[src/disk_ctl_pkg.sv]
/*
 * Shared constants for the fixed-head disk control and transfer block:
 * command codes, function codes, status bit positions and timing counts.
 * Assumes a 100 MHz system clock; bit numbering of words is [17:0] with
 * processor bit 0 at index 17.
 */
package disk_ctl_pkg;
	localparam int CLK_PERIOD_NS = 10;
	localparam int STROBE_PERIOD_NS = 660;
	localparam int STROBE_PERIOD_CYC = (STROBE_PERIOD_NS + CLK_PERIOD_NS - 1) / CLK_PERIOD_NS;
	localparam int STROBE_TIMEOUT_CYC = 4 * STROBE_PERIOD_CYC;
	localparam int MXF_TIMEOUT_MS = 130;
	localparam int MXF_TIMEOUT_CYC = MXF_TIMEOUT_MS * (1000000 / CLK_PERIOD_NS);
	localparam int WORD_W = 18;
	localparam int ADDR_BITS = 13;
	localparam int DATA_BITS = 18;
	localparam int DATA_PAR_BITS = 19;
	localparam int MAX_BITS_NO_DELIM = 30;
	localparam int FIFO_DEPTH = 4;
	// function register fields, index of processor bits 15, 16 and 17
	localparam int FN_HI_POS = 2;
	localparam int FN_LO_POS = 1;
	localparam int FN_IE_POS = 0;
	localparam logic [1:0] FN_NONE = 2'h0;
	localparam logic [1:0] FN_READ = 2'h1;
	localparam logic [1:0] FN_WRITE = 2'h2;
	localparam logic [1:0] FN_WCHK = 2'h3;
	// status word positions (processor bit n sits at index 17-n)
	localparam int ST_ERR_POS = 17;
	localparam int ST_HDW_POS = 16;
	localparam int ST_APE_POS = 15;
	localparam int ST_MXF_POS = 14;
	localparam int ST_WCE_POS = 13;
	localparam int ST_DPE_POS = 12;
	localparam int ST_WLO_POS = 11;
	localparam int ST_NED_POS = 10;
	localparam int ST_DCH_POS = 9;
	localparam int ST_PGE_POS = 8;
	localparam int ST_XFC_POS = 7;
	localparam int ST_QUARTER_POS = 6;
	localparam int ST_HALF_POS = 5;
	localparam int ST_BUSY_POS = 4;
	localparam int ST_ONE_POS = 3;
	localparam logic [17:0] STATUS_RESET = 18'h00000;
	// synchroniser lanes
	localparam int SI_TIM = 0;
	localparam int SI_ADR = 1;
	localparam int SI_DLM = 2;
	localparam int SI_RD = 3;
	localparam int SI_GAP = 4;
	localparam int SI_WP = 5;
	localparam int SI_HALF = 6;
	localparam int SI_QUARTER = 7;
	localparam int SI_DISK = 8;
	localparam int SYNC_W = 16;
	typedef enum logic [3:0] {
		CMD_NONE,
		CMD_LOAD_FUNC,
		CMD_EXECUTE,
		CMD_CLEAR,
		CMD_READ_STATUS,
		CMD_LOAD_ADDR,
		CMD_LOAD_DISK,
		CMD_READ_POSITION,
		CMD_READ_ADDR,
		CMD_READ_DISK
	} cmd_t;
endpackage

[src/disk_ctl.sv]
/*
 * Fixed-head disk control and transfer logic plus its read-data FIFO.
 * Assumes the processor issues one command per cycle on the command port
 * and services data breaks with a one-cycle acknowledge; track pins are
 * asynchronous to mclk_in and are synchronised here.
 */
// Overview of operation
// - disk, track and word addresses step only during a valid operation
// - stepping past the last disk flags out of disks; tracks switch in gap
// - at valid delimiter, matching adjusted segment address sets address ok
// - half speed uses every second address, quarter speed four revolutions
// - status shows quarter, half speed, busy and writing-a-one bits
// - each valid unadjusted segment address loads the position register
// - function code goes to first buffer; execute copies it to second
// - end or error clears second buffer, first stays for a continue
// - function 00 nothing, 01 read, 10 write, 11 write check
// - third function bit enables the interrupt request
// - read shifts serially, on match copies word out and requests a break
// - write holds channel word until match then shifts it onto the track
// - write check compares bit by bit, mismatch or parity error flags
// - disk flag at end or on error; interrupt needs both enables
// - error bit is OR of error bits, interrupts, skips, stops operation
// - missing track pulses set hardware fault and freeze until clear
// - unserviced transfer request times out into missed-transfer fault
// - only the first of address parity, data parity, lockout sets, bar both parity faults at one delimiter
// - shift pulses come from strobe and delimiter tracks; read steps at delimiter, write and write check step on break acknowledge
// - transfer complete sets at operation end, interrupts and skips
`timescale 1ns/1ps

module word_fifo #(
	parameter int WIDTH = 18,
	parameter int DEPTH = 4
) (
	input wire logic mclk_in,
	input wire logic srst_in,
	input wire logic flush_in,
	input wire logic in_valid_in,
	output logic in_ready_out,
	input wire logic [WIDTH-1:0] in_data_in,
	output logic out_valid_out,
	input wire logic out_ready_in,
	output logic [WIDTH-1:0] out_data_out
);
	localparam int PW = $clog2(DEPTH);
	logic [WIDTH-1:0] mem [DEPTH];
	logic [PW-1:0] wr_ptr_ff;
	logic [PW-1:0] rd_ptr_ff;
	logic [PW:0] count_ff;
	logic push;
	logic pop;

	assign in_ready_out = count_ff != (PW+1)'(DEPTH);
	assign out_valid_out = count_ff != '0;
	assign out_data_out = mem[rd_ptr_ff];
	assign push = in_valid_in & in_ready_out;
	assign pop = out_valid_out & out_ready_in;

	always_ff @(posedge mclk_in) begin
		if (push) begin
			mem[wr_ptr_ff] <= in_data_in;
		end
		if (srst_in | flush_in) begin
			wr_ptr_ff <= '0;
			rd_ptr_ff <= '0;
			count_ff <= '0;
		end else begin
			if (push) begin
				wr_ptr_ff <= (wr_ptr_ff == PW'(DEPTH - 1)) ? '0 : wr_ptr_ff + 1'b1;
			end
			if (pop) begin
				rd_ptr_ff <= (rd_ptr_ff == PW'(DEPTH - 1)) ? '0 : rd_ptr_ff + 1'b1;
			end
			count_ff <= count_ff + (PW+1)'(push) - (PW+1)'(pop);
		end
	end
endmodule // word_fifo

module disk_ctl #(
	parameter int MXF_CYCLES = disk_ctl_pkg::MXF_TIMEOUT_CYC,
	parameter int FIFO_DEPTH = disk_ctl_pkg::FIFO_DEPTH
) (
	input wire logic mclk_in,
	input wire logic srst_in,
	input wire logic system_clear_all_in,
	input wire disk_ctl_pkg::cmd_t cmd_code_in,
	input wire logic [17:0] cmd_data_in,
	output logic [17:0] cmd_rdata_out,
	output logic skip_out,
	input wire logic cpu_int_enable_in,
	output logic int_req_out,
	output logic break_req_out,
	output logic break_to_mem_out,
	input wire logic break_ack_in,
	input wire logic [17:0] break_wdata_in,
	output logic [17:0] break_rdata_out,
	input wire logic overflow_in,
	input wire logic timing_track_in,
	input wire logic address_track_in,
	input wire logic delimiter_track_in,
	input wire logic read_data_in,
	input wire logic gap_in,
	input wire logic write_protect_in,
	input wire logic half_speed_sel_in,
	input wire logic quarter_speed_sel_in,
	input wire logic [7:0] disk_present_in,
	output logic write_gate_out,
	output logic write_data_out,
	output logic [2:0] disk_select_out,
	output logic [6:0] track_select_out
);
	localparam int MW = $clog2(MXF_CYCLES + 1);

	typedef struct packed {
		logic [disk_ctl_pkg::SYNC_W-1:0] sync1;
		logic [disk_ctl_pkg::SYNC_W-1:0] sync2;
		logic [disk_ctl_pkg::SYNC_W-1:0] prev;
		logic [2:0] func1;
		logic [1:0] func2;
		logic [2:0] disk;
		logic [6:0] track;
		logic [10:0] word;
		logic out_of_disks;
		logic [2:0] disk_sel;
		logic [6:0] track_sel;
		logic [12:0] seg_shift;
		logic [3:0] addr_cnt;
		logic [10:0] position;
		logic addr_ok;
		logic [18:0] data_shift;
		logic [4:0] bit_cnt;
		logic [17:0] buf_word;
		logic [10:0] buf_addr;
		logic buf_full;
		logic [18:0] wr_shift;
		logic writing;
		logic timing_track_fault;
		logic address_parity_fault;
		logic missed_transfer_fault;
		logic wce;
		logic data_parity_fault;
		logic write_protect_violation;
		logic ned;
		logic dch;
		logic pge;
		logic transfer_complete;
		logic frozen;
		logic [8:0] strobe_wd;
		logic [MW-1:0] mxf_cnt;
		logic [17:0] rdata;
	} state_t;

	state_t s_ff;
	state_t nxt_s;
	logic raw_strobe;
	logic strobe;
	logic delim;
	logic gap_rise;
	logic busy;
	logic err;
	logic fifo_ready;
	logic fifo_valid;
	logic [17:0] fifo_data;
	logic push;
	logic wr_need;
	logic adv;
	logic [10:0] adj_addr;
	logic [17:0] status;
	logic first_ok;

	function automatic logic [10:0] interlace(input logic [10:0] a, input logic half, input logic quarter);
		if (quarter) begin
			return {a[1:0], a[10:2]};
		end else if (half) begin
			return {a[0], a[10:1]};
		end
		return a;
	endfunction

	function automatic logic rising(input state_t st, input int lane);
		return st.sync2[lane] & ~st.prev[lane];
	endfunction

	assign busy = s_ff.func2 != disk_ctl_pkg::FN_NONE;
	assign err = s_ff.timing_track_fault | s_ff.address_parity_fault | s_ff.missed_transfer_fault | s_ff.wce | s_ff.data_parity_fault | s_ff.write_protect_violation | s_ff.ned;
	assign wr_need = busy & s_ff.func2[1] & ~s_ff.buf_full & ~s_ff.frozen;
	assign break_req_out = fifo_valid | wr_need;
	assign break_to_mem_out = fifo_valid;
	assign break_rdata_out = fifo_data;
	assign skip_out = err | s_ff.transfer_complete;
	assign int_req_out = (err | s_ff.transfer_complete) & s_ff.func1[disk_ctl_pkg::FN_IE_POS] & cpu_int_enable_in;
	assign write_gate_out = s_ff.writing & (s_ff.func2 == disk_ctl_pkg::FN_WRITE) & ~s_ff.frozen;
	assign write_data_out = s_ff.wr_shift[18];
	assign disk_select_out = s_ff.disk_sel;
	assign track_select_out = s_ff.track_sel;
	assign cmd_rdata_out = s_ff.rdata;

	always_comb begin
		status = disk_ctl_pkg::STATUS_RESET;
		status[disk_ctl_pkg::ST_ERR_POS] = err;
		status[disk_ctl_pkg::ST_HDW_POS] = s_ff.timing_track_fault;
		status[disk_ctl_pkg::ST_APE_POS] = s_ff.address_parity_fault;
		status[disk_ctl_pkg::ST_MXF_POS] = s_ff.missed_transfer_fault;
		status[disk_ctl_pkg::ST_WCE_POS] = s_ff.wce;
		status[disk_ctl_pkg::ST_DPE_POS] = s_ff.data_parity_fault;
		status[disk_ctl_pkg::ST_WLO_POS] = s_ff.write_protect_violation;
		status[disk_ctl_pkg::ST_NED_POS] = s_ff.ned;
		status[disk_ctl_pkg::ST_DCH_POS] = s_ff.dch;
		status[disk_ctl_pkg::ST_PGE_POS] = s_ff.pge;
		status[disk_ctl_pkg::ST_XFC_POS] = s_ff.transfer_complete;
		status[disk_ctl_pkg::ST_QUARTER_POS] = s_ff.sync2[disk_ctl_pkg::SI_QUARTER];
		status[disk_ctl_pkg::ST_HALF_POS] = s_ff.sync2[disk_ctl_pkg::SI_HALF];
		status[disk_ctl_pkg::ST_BUSY_POS] = busy;
		status[disk_ctl_pkg::ST_ONE_POS] = write_gate_out & s_ff.wr_shift[18];
	end

	always_comb begin
		nxt_s = s_ff;
		push = 1'b0;
		adv = 1'b0;
		nxt_s.sync1 = {disk_present_in, quarter_speed_sel_in, half_speed_sel_in, write_protect_in, gap_in,
			read_data_in, delimiter_track_in, address_track_in, timing_track_in};
		nxt_s.sync2 = s_ff.sync1;
		nxt_s.prev = s_ff.sync2;
		raw_strobe = rising(s_ff, disk_ctl_pkg::SI_TIM);
		strobe = raw_strobe & ~s_ff.frozen;
		delim = rising(s_ff, disk_ctl_pkg::SI_DLM) & ~s_ff.frozen;
		gap_rise = rising(s_ff, disk_ctl_pkg::SI_GAP);
		adj_addr = interlace(s_ff.seg_shift[12:2], s_ff.sync2[disk_ctl_pkg::SI_HALF],
			s_ff.sync2[disk_ctl_pkg::SI_QUARTER]);
		first_ok = ~(s_ff.address_parity_fault | s_ff.data_parity_fault | s_ff.write_protect_violation);

		case (cmd_code_in)
			disk_ctl_pkg::CMD_LOAD_FUNC: begin
				nxt_s.func1 = cmd_data_in[disk_ctl_pkg::FN_HI_POS:disk_ctl_pkg::FN_IE_POS];
			end
			disk_ctl_pkg::CMD_EXECUTE: begin
				if (!s_ff.frozen) begin
					{nxt_s.missed_transfer_fault, nxt_s.wce, nxt_s.data_parity_fault, nxt_s.write_protect_violation, nxt_s.ned} = '0;
					{nxt_s.dch, nxt_s.pge, nxt_s.transfer_complete} = '0;
					nxt_s.func2 = s_ff.func1[disk_ctl_pkg::FN_HI_POS:disk_ctl_pkg::FN_LO_POS];
					nxt_s.ned = ~s_ff.sync2[disk_ctl_pkg::SI_DISK + 32'(s_ff.disk)];
				end
			end
			disk_ctl_pkg::CMD_LOAD_ADDR: begin
				if (busy) begin
					nxt_s.pge = 1'b1;
				end else begin
					nxt_s.track = cmd_data_in[17:11];
					nxt_s.word = cmd_data_in[10:0];
				end
			end
			disk_ctl_pkg::CMD_LOAD_DISK: begin
				if (busy) begin
					nxt_s.pge = 1'b1;
				end else begin
					nxt_s.disk = cmd_data_in[2:0];
					nxt_s.out_of_disks = 1'b0;
				end
			end
			disk_ctl_pkg::CMD_READ_STATUS: nxt_s.rdata = status;
			disk_ctl_pkg::CMD_READ_POSITION: nxt_s.rdata = {7'h00, s_ff.position};
			disk_ctl_pkg::CMD_READ_ADDR: nxt_s.rdata = {s_ff.track, s_ff.word};
			disk_ctl_pkg::CMD_READ_DISK: nxt_s.rdata = {14'h0000, s_ff.out_of_disks, s_ff.disk};
			default: begin
			end
		endcase

		// serial assembly of address and data tracks
		if (strobe) begin
			if (s_ff.addr_cnt < 4'(disk_ctl_pkg::ADDR_BITS)) begin
				nxt_s.seg_shift = {s_ff.seg_shift[11:0], s_ff.sync2[disk_ctl_pkg::SI_ADR]};
				nxt_s.addr_cnt = s_ff.addr_cnt + 4'h1;
			end
			if (s_ff.bit_cnt < 5'(disk_ctl_pkg::DATA_PAR_BITS)) begin
				nxt_s.data_shift = {s_ff.data_shift[17:0], s_ff.sync2[disk_ctl_pkg::SI_RD]};
				nxt_s.wr_shift = {s_ff.wr_shift[17:0], 1'b0};
				if (s_ff.writing && s_ff.func2 == disk_ctl_pkg::FN_WCHK && first_ok &&
					s_ff.bit_cnt < 5'(disk_ctl_pkg::DATA_BITS) &&
					s_ff.wr_shift[18] != s_ff.sync2[disk_ctl_pkg::SI_RD]) begin
					nxt_s.wce = 1'b1;
				end
			end else if (s_ff.bit_cnt == 5'(disk_ctl_pkg::DATA_PAR_BITS)) begin
				nxt_s.writing = 1'b0;
			end
			if (s_ff.bit_cnt != 5'(disk_ctl_pkg::MAX_BITS_NO_DELIM)) begin
				nxt_s.bit_cnt = s_ff.bit_cnt + 5'h01;
			end else if (busy) begin
				nxt_s.timing_track_fault = 1'b1;
			end
		end

		// missing strobe watchdog, quiet through the gap
		if (raw_strobe || !busy || s_ff.sync2[disk_ctl_pkg::SI_GAP]) begin
			nxt_s.strobe_wd = '0;
		end else if (s_ff.strobe_wd == 9'(disk_ctl_pkg::STROBE_TIMEOUT_CYC)) begin
			nxt_s.timing_track_fault = 1'b1;
		end else begin
			nxt_s.strobe_wd = s_ff.strobe_wd + 9'h001;
		end

		if (delim) begin
			nxt_s.addr_cnt = '0;
			nxt_s.bit_cnt = '0;
			nxt_s.addr_ok = 1'b0;
			// word that just passed the head
			if (s_ff.addr_ok && s_ff.func2 == disk_ctl_pkg::FN_READ) begin
				if (fifo_ready) begin
					push = 1'b1;
					adv = 1'b1;
				end else begin
					nxt_s.dch = 1'b1;
				end
			end
			if (s_ff.addr_ok && s_ff.func2[0] && !(^s_ff.data_shift) && first_ok) begin
				nxt_s.data_parity_fault = 1'b1;
			end
			// address of the word about to pass
			if (s_ff.addr_cnt != 4'(disk_ctl_pkg::ADDR_BITS)) begin
				if (busy) begin
					nxt_s.timing_track_fault = 1'b1;
				end
			end else if (!(^s_ff.seg_shift)) begin
				if (busy && first_ok) begin
					nxt_s.address_parity_fault = 1'b1;
				end
			end else if (s_ff.seg_shift[1]) begin
				nxt_s.position = s_ff.seg_shift[12:2];
				if (busy) begin
					if (s_ff.func2 == disk_ctl_pkg::FN_READ) begin
						nxt_s.addr_ok = adj_addr == s_ff.word;
					end else if (s_ff.buf_full && adj_addr == s_ff.buf_addr) begin
						nxt_s.addr_ok = 1'b1;
						nxt_s.buf_full = 1'b0;
						nxt_s.wr_shift = {s_ff.buf_word, ~(^s_ff.buf_word)};
						if (s_ff.func2 == disk_ctl_pkg::FN_WRITE && s_ff.sync2[disk_ctl_pkg::SI_WP]) begin
							nxt_s.write_protect_violation = first_ok;
						end else begin
							nxt_s.writing = 1'b1;
						end
					end
				end
			end
		end

		// channel word taken for write or write check
		if (wr_need && break_ack_in && !fifo_valid) begin
			nxt_s.buf_word = break_wdata_in;
			nxt_s.buf_addr = s_ff.word;
			nxt_s.buf_full = 1'b1;
			adv = 1'b1;
		end

		// unserviced break request timer
		if (break_req_out && !break_ack_in) begin
			if (s_ff.mxf_cnt == MW'(MXF_CYCLES)) begin
				nxt_s.missed_transfer_fault = 1'b1;
			end else begin
				nxt_s.mxf_cnt = s_ff.mxf_cnt + 1'b1;
			end
		end else begin
			nxt_s.mxf_cnt = '0;
		end

		if (adv && busy) begin
			nxt_s.word = s_ff.word + 11'h001;
			if (s_ff.word == 11'h7FF) begin
				nxt_s.track = s_ff.track + 7'h01;
				if (s_ff.track == 7'h7F) begin
					nxt_s.disk = s_ff.disk + 3'h1;
					if (s_ff.disk == 3'h7 || !s_ff.sync2[disk_ctl_pkg::SI_DISK + 32'(s_ff.disk) + 1]) begin
						nxt_s.ned = 1'b1;
						nxt_s.out_of_disks = s_ff.disk == 3'h7;
					end
				end
			end
		end

		if (gap_rise || !busy) begin
			nxt_s.track_sel = s_ff.track;
			nxt_s.disk_sel = s_ff.disk;
		end

		if (busy && overflow_in) begin
			nxt_s.transfer_complete = 1'b1;
		end
		if (nxt_s.timing_track_fault || nxt_s.address_parity_fault) begin
			nxt_s.frozen = 1'b1;
			nxt_s.writing = 1'b0;
		end
		if (nxt_s.timing_track_fault | nxt_s.address_parity_fault | nxt_s.missed_transfer_fault | nxt_s.wce | nxt_s.data_parity_fault | nxt_s.write_protect_violation | nxt_s.ned | nxt_s.transfer_complete) begin
			nxt_s.func2 = disk_ctl_pkg::FN_NONE;
			nxt_s.writing = 1'b0;
			nxt_s.addr_ok = 1'b0;
		end

		if (cmd_code_in == disk_ctl_pkg::CMD_CLEAR || system_clear_all_in) begin
			nxt_s = '0;
			nxt_s.sync1 = s_ff.sync1;
			nxt_s.sync2 = s_ff.sync2;
			nxt_s.prev = s_ff.prev;
		end
	end

	always_ff @(posedge mclk_in) begin
		if (srst_in) begin
			s_ff <= '0;
		end else begin
			s_ff <= nxt_s;
		end
	end

	word_fifo #(
		.WIDTH(disk_ctl_pkg::WORD_W),
		.DEPTH(FIFO_DEPTH)
	) word_fifo_inst (
		.mclk_in(mclk_in),
		.srst_in(srst_in),
		.flush_in(cmd_code_in == disk_ctl_pkg::CMD_CLEAR || system_clear_all_in),
		.in_valid_in(push),
		.in_ready_out(fifo_ready),
		.in_data_in(s_ff.data_shift[18:1]),
		.out_valid_out(fifo_valid),
		.out_ready_in(break_ack_in),
		.out_data_out(fifo_data)
	);
endmodule // disk_ctl

[config.mk]
export PLATFORM = sky130hd
export DESIGN_NAME = disk_ctl
export DESIGN_NICKNAME = d
export VERILOG_FILES = /design/src/disk_ctl_pkg.sv /design/src/disk_ctl.sv
export SDC_FILE = /design/constraint.sdc
export NUM_CORES = 1
export LEC_CHECK = 0
export BUFFER_PORTS_ARGS = -buffer_cell sky130_fd_sc_hd__buf_2
export CAP_MARGIN = 30
export CORE_UTILIZATION = 54
export CTS_BUF_LIST = sky130_fd_sc_hd__clkbuf_8 sky130_fd_sc_hd__clkbuf_16
export DETAILED_ROUTE_END_ITERATION = 7
export GPL_TIMING_DRIVEN = 0
export HOLD_SLACK_MARGIN = 0.05
export PLACE_DENSITY = 0.86
export SYNTH_ARGS = -nofsm -noshare
export SYNTH_HDL_FRONTEND = slang
export SYNTH_SLANG_ARGS = --single-unit
[constraint.sdc]
create_clock -name mclk_in -period 2.69 [get_ports mclk_in]
set_clock_uncertainty 0.05 [all_clocks]
set_input_delay 0.538 -clock mclk_in [delete_from_list [all_inputs] [get_ports mclk_in]]
set_output_delay 0.538 -clock mclk_in [all_outputs]
set_load 0.02 [all_outputs]
* Yosys cells after proc, flatten, opt, wreduce, memory -nomap -nowiden
Memory sizes are Yosys's and may differ from the RTL's. A register that Yosys moved wholly into a read port is not among the register bits.
Cells that the tools add are included.
** Cells by class
- Magnitude comparators :: 5
- Bitwise logic cells :: 43
- Multipliers :: 0
- Mux-type cells :: 87
- Reductions and logical operators :: 55
- Equality and inequality tests :: 31
- Add/sub/neg operators :: 13
- Divide/modulo/power cells :: 0
- Shifts and indexed selects :: 0
** Operators with widths (count)
- 2-to-1 mux 21 bit :: 7
- one-hot mux 18 bit (4 select lines) :: 1
- 2-to-1 mux 1 bit :: 57
- 2-to-1 mux 18 bit :: 2
- 2-to-1 mux 11 bit :: 3
- < comparator 32 x 5 -> 1 bit, second input constant :: 1
- adder 24 x 1 -> 24 bit, second input constant :: 1
- equality test 24 bit, second input constant :: 1
- 2-to-1 mux 23 bit :: 1
- equality test 11 bit :: 2
- 2-to-1 mux 22 bit :: 1
- 2-to-1 mux 19 bit :: 1
- parity 19 bit :: 1
- bitwise OR 1 bit :: 18
- parity 18 bit :: 1
- equality test 4 x 3 -> 1 bit, second input constant :: 4
- logical AND 1 bit :: 16
- nonzero test 2 bit :: 8
- AND 1 bit :: 15
- parity 13 bit :: 1
- OR reduction 3 bit :: 4
- adder 11 x 1 -> 11 bit, second input constant :: 1
- equality test 11 bit, second input constant :: 1
- < comparator 5 bit, second input constant :: 2
- other kinds (45) :: 84
** Storage, ports and cells
- Flip-flop bits (word level) :: 246
- Word-level logic and storage cells :: 274
- Bits in latches :: 0
- Memory bits (read-only) :: 0
- Input bits :: 62
- Memories kept :: 1
- Bits in writable memories :: 72
** Memories
- word_fifo_inst.mem :: words 4, width 18, read ports 1, clocked after memory_dff 1, write ports 1, line disk_ctl.sv:45 : logic [WIDTH-1:0] mem [DEPTH];

* Logic depth before layout (Yosys ltp)
- Word-level depth :: 20
- Depth in mapped cells :: 12

* Hierarchy
Synthesis repeated with hierarchy kept, for this count alone.
** Unflattened totals
- Cell total of the unflattened synthesis :: 1499
- Area total of the unflattened synthesis :: 14297.5 um^2
** Modules (own cells, without submodules)
- disk_ctl :: cells each 1352, area an instance 11220.8 um^2, instances 1, seq. area each 4744.6 um^2
- word_fifo :: cells each 147, area an instance 3076.7 um^2, instances 1, seq. area each 2342.2 um^2

* Worst setup path after synthesis
OpenSTA, ideal clock, no wires.
- Path kind :: reg-to-reg
- Start point :: register s_ff[194] in the netlist's numbering
- End point :: register s_ff[197] in the netlist's numbering
- Data arrival time :: 2.384 ns
- Library setup time :: 0.131 ns
- Slack :: 0.125 ns
- Clock period less this slack :: 2.565 ns
- Cell stages (with the launch flop) :: 9
- Path through :: dfxtp_1 > ha_1 > mux4_2 > mux2_2 > mux2_2 > a2111oi_2 > nor4_1 > nand4_1 > nor3_1
** On the way
- Longest elaborated chain between the ends :: 13
- Elaborated cells on any way between the ends :: 19
- Those cells by class :: add/sub: 2; eq/ne: 1; mux: 10; bitwise: 3; reduce/logical: 3
** RTL lines
- start, declared :: line disk_ctl.sv:152 : state_t s_ff;
- start signal, assigned :: line disk_ctl.sv:408 : s_ff <= nxt_s;
- adder 4 x 3 -> 5 bit :: line disk_ctl.sv:241, disk_ctl.sv:370
- adder 5 x 1 -> 6 bit / binary-select mux 1 bit (select 4 bit) (equally long branches) :: line disk_ctl.sv:370, disk_ctl.sv:241
- binary-select mux 1 bit (select 4 bit) / 2-to-1 mux 1 bit (equally long branches) :: line disk_ctl.sv:370, disk_ctl.sv:241
- 2-to-1 mux 1 bit (not written as such) / inverter 1 bit (equally long branches) :: line disk_ctl.sv:370, disk_ctl.sv:241
- zero test 1 bit / 2-to-1 mux 8 bit (equally long branches) :: line disk_ctl.sv:370, disk_ctl.sv:237
- logical OR 1 bit / 2-to-1 mux 6 bit (equally long branches) :: line disk_ctl.sv:370, disk_ctl.sv:232
- 2-to-1 mux 1 bit :: line disk_ctl.sv:370 : if (s_ff.disk == 3'h7 || !s_ff.sync2[disk_ctl_pkg::SI_DISK + 32'(s_ff.disk) + 1]) begin
- 2-to-1 mux 1 bit :: line disk_ctl.sv:368 : if (s_ff.track == 7'h7F) begin
- 2-to-1 mux 1 bit :: line disk_ctl.sv:366 : if (s_ff.word == 11'h7FF) begin
- 2-to-1 mux 1 bit * :: line disk_ctl.sv:364 : if (adv && busy) begin
- bitwise OR 1 bit * (2 in series) :: line disk_ctl.sv:390 : if (nxt_s.timing_track_fault | nxt_s.address_parity_fault | nxt_s.missed_transfer_fault | nxt_s.wce | nxt_s.da ...
- OR reduction 3 bit (no line) *
Every way passes the cells marked *; elsewhere a longest branch is shown, timed or not. The select of a mux whose other input is x is not followed.
A chain may end at the register's enable or synchronous reset.

* Final worst setup path
- Start point :: register s_ff[224] in the netlist's numbering
- End point :: register s_ff[76] in the netlist's numbering
** On the way
- Longest elaborated chain between the ends :: 12
** RTL lines
- 2-to-1 mux 1 bit :: line disk_ctl.sv:173 : end else if (half) begin
- 2-to-1 mux 1 bit :: line disk_ctl.sv:171 : if (quarter) begin
- 2-to-1 mux 11 bit :: line disk_ctl.sv:176 : return a;
- equality test 11 bit :: line disk_ctl.sv:331 : end else if (s_ff.buf_full && adj_addr == s_ff.buf_addr) begin
- logical AND 1 bit :: line disk_ctl.sv:331
- 2-to-1 mux 21 bit :: line disk_ctl.sv:331
- 2-to-1 mux 21 bit :: line disk_ctl.sv:329 : if (s_ff.func2 == disk_ctl_pkg::FN_READ) begin
- 2-to-1 mux 21 bit :: line disk_ctl.sv:328 : if (busy) begin
- 2-to-1 mux 21 bit :: line disk_ctl.sv:326 : end else if (s_ff.seg_shift[1]) begin
- 2-to-1 mux 21 bit :: line disk_ctl.sv:322 : end else if (!(^s_ff.seg_shift)) begin
- 2-to-1 mux 21 bit :: line disk_ctl.sv:318 : if (s_ff.addr_cnt != 4'(disk_ctl_pkg::ADDR_BITS)) begin
- 2-to-1 mux 23 bit :: line disk_ctl.sv:301 : if (delim) begin
Every way passes these cells. The select of a mux whose other input is x is not followed.

==> metrics.txt <==
CTS Buf Count 35; IO Count 114; layout cells sized above 1 17.7%; multiplexer share of the synthesized area 8.57%; worst-margin pin slew roughly 1.1 ns; std cell rows 59; top post-synthesis cells by area dfxtp_1 (34%), edfxtp_1 (15%), nand2_1 (6.6%), a21oi_1 (5.0%), mux2i_1 (4.5%); Fin. Hold Viols 0; worst setup path start s_ff[224]$_SDFFE_PP0N_; CTS Root Cell clkbuf_16; final std cells w/o fill 2035; die extent in x 166 um; # setup viols final 0; fin. max-slew vios 0; clock slew at reported path FFs 0.06 ns; Synth async-reset ratio 0%; DRC Markers 14; Synth Flop Type dfxtp_1; GR Util All Layers 27.4%; DP Worst Slack -0.872 ns; CP endpoint kind register; HP Start break_wdata_in[16]; FF+latch area 7100 um2; area taken by multi-input logic gates 6800 um2; dpl cells between 1500 and 2000; WL final 37900 um; most common cell in the netlist nand2_1; clock sink count 318; largest net degree at the start of global routing 19; 1st-iter DRT viols ~1300; nets@finish 1755; CP Class reg -> reg; post-route setup TNS 0 ns; Core Box Area 26200 um2; EDFF count, synth 72; TritonCTS clock tree yes; DR vias 12079; H-tree depth 2; slew margin rel. 28.2%; Netlist Area Pre-Place 14500 um2; Post-synth top cells nand2_1 (253), dfxtp_1 (246), nor2_1 (157), a21oi_1 (144), edfxtp_1 (72); post-synthesis xor/xnor area fraction 6.36%; worst hold path type in -> reg; Pwr Density 605 nW/um2; share of Yosys cell area claimed by the top area cell type between 30% and 40%; Hold WS 0.205 ns; Skew-Pair Late Insertion Delay 0.52 ns; vias in the first global route about 12000; reg2reg start s_ff[224]$_SDFFE_PP0N_; Synth Register Bits 318; fill cell count 2015; mean post-synth cell area around 9.5 um2; DR WL/cell between 15 and 20 um; Yosys top cell by area dfxtp_1; Design Power 10200 uW; Synth Warn # 0; Arrival @ worst endpoint ~3.0 ns; min Tclk post-route 2.66 ns; Startpoint Class register; antenna violations before repair 1; drt pass-1 iters 8; post-synthesis adder-cell area fraction 1.87%; die height 166 um; dpl hpwl around 27000 um; PortBufs 112; Clock Tree Buf Depth 3; f_max 376 MHz; leakage between 0.006 and 0.007 uW; violated checks design-rule violations; DRT antenna net count 0; Max-cap violations 0; Final Cycle Share a little over nine tenths; register area share after synthesis 49.0%; status finished with violations; Worst IR Drop VDD roughly 0.56 mV; post-synthesis cell type count 75; compound-cell area share of the yosys netlist 11.4%; post-DR vias/cell 5.94; maximum fanout along the worst path 10; RSZ-0062 raised after global routing yes; largest family of logic cells by synthesized area simple AND/OR/NAND/NOR gates; Final WS setup about 0.032 ns; Required @ worst endpoint around 3 ns; starting density of the core 55.2%; area grow syn2layout 16.2%; Post-Syn Nets 1611; Synth Area in Simple Gates about 18%; Syn Inst Count 1528; remaining global-route overflow 0; first-pass GRT wire length 60000 um; Final GP Congestion 0.944; Die ar. 27500 um2
final cells by class:
type                    instances  area share (%)
repair buffers                115            3.47
multi-input cells            1057            40.5
flip-flops and latches        318            42.2
diodes                          1          0.0149
clock buffers                  40            5.62
inverters                      30           0.670
clock inverters                24            1.38
well taps                     335            2.49
plain buffers                 115            3.68
per-stage QoR:
| step | area [um2] | utilization [%] |
|---|---|---|
| final | 16800 | 64.2 |
| after global routing | 16800 | 64.2 |
| after CTS | 16700 | 63.8 |
| after detailed placement | 15400 | 59.0 |
| after global placement | 15400 | 59.0 |
| after floorplan | 14500 | - |
critical path, stage by stage (launching register included):
cell and delay [ns]:
dfxtp_1 0.31, clkbuf_4 0.20, mux2i_2 0.32, xnor2_1 0.12, o32a_1 0.37, nor4_4 0.37, nand3b_1 0.16, buf_4 0.18
buf_2 0.16, nor2_1 0.17, a211oi_1 0.09
registers in the layout, indices dropped and copies added, names as in the netlist, named ones only:
register / flops
word_fifo_inst.count_ff: 3
word_fifo_inst.wr_ptr_ff: 2
cmd_rdata_out: 18
track_select_out: 7
write_data_out: 1
s_ff: 208
word_fifo_inst.rd_ptr_ff: 2
disk_select_out: 3
word_fifo_inst.mem: 72
layer usage:
metal,share of wire (%),track usage [%],vias up
met5,0,0,-
met4,4.8,13.2,0
met3,8.4,5.07,157
met2,47,45.1,587
met1,40,34.8,5733
li1,-,-,5602
layout by cell type (no fill, tap or decap), types with 6 or more instances in the layout:
| cell type | count |
|---|---|
| clkbuf_16 | 35 |
| o211ai_1 | 9 |
| nor2_1 | 157 |
| nor2b_1 | 10 |
| nand2_1 | 253 |
| a221oi_1 | 12 |
| clkbuf_1 | 53 |
| ha_1 | 18 |
| buf_4 | 32 |
| and3_1 | 16 |
| mux2i_1 | 57 |
| and2_1 | 9 |
| nor3_1 | 15 |
| nor4_1 | 10 |
| nand3_1 | 35 |
| mux2_2 | 8 |
| nand4_1 | 13 |
| xor2_1 | 37 |
| xnor2_1 | 63 |
| clkbuf_8 | 6 |
| dfxtp_1 | 240 |
| and4_1 | 6 |
| o22ai_1 | 7 |
| o22a_1 | 7 |
| or3_1 | 8 |
| mux4_2 | 21 |
| inv_1 | 34 |
| a211oi_1 | 23 |
| o21ai_0 | 22 |
| buf_2 | 126 |
| edfxtp_1 | 72 |
| mux2i_2 | 6 |
| a21oi_1 | 144 |
| clkbuf_2 | 8 |
power by group:
part	internal (uW)	switching (uW)	leakage (uW)	total, uW
clock	2910	1950	0.000593	4870
sequential	4890	24.7	0.00261	4910
combinational	127	257	0.00283	384
total	7930	2240	0.00604	10200
worst paths after layout:
| check | to | slack, ns | cells past startpoint |
|---|---|---|---|
| worst max-delay path | s_ff[76]$_SDFF_PP0_ | 0.03 | 10 |
| worst min register to register | s_ff[220]$_SDFFE_PP0N_ | 0.40 | 2 |
| worst max register to register | s_ff[76]$_SDFF_PP0_ | 0.03 | 10 |
| worst min-delay path | s_ff[110]$_SDFFE_PP0P_ | 0.21 | 3 |
cells by family (layout without fill, tap and decap cells):
group                      after synthesis  in the layout
buffers and inverters                  153            324
AOI/OAI and AO/OA                      267            267
adders and majority gates               21             21
muxes                                   96             96
other                                    0              1
and+or+nand+nor                        571            571
DFF                                    318            318
xor gates and xnor gates               102            102
repair_timing:
action / in CTS / in global routing
buffers inserted: 0 / 3
hold buffers: 0 / 0
setup endpoints to repair: 103 / 101
hold endpoints to repair: 0 / 0
pin swaps: 2 / 7
gates resized for setup: 23 / 29
(Power assumes the default switching activity.)
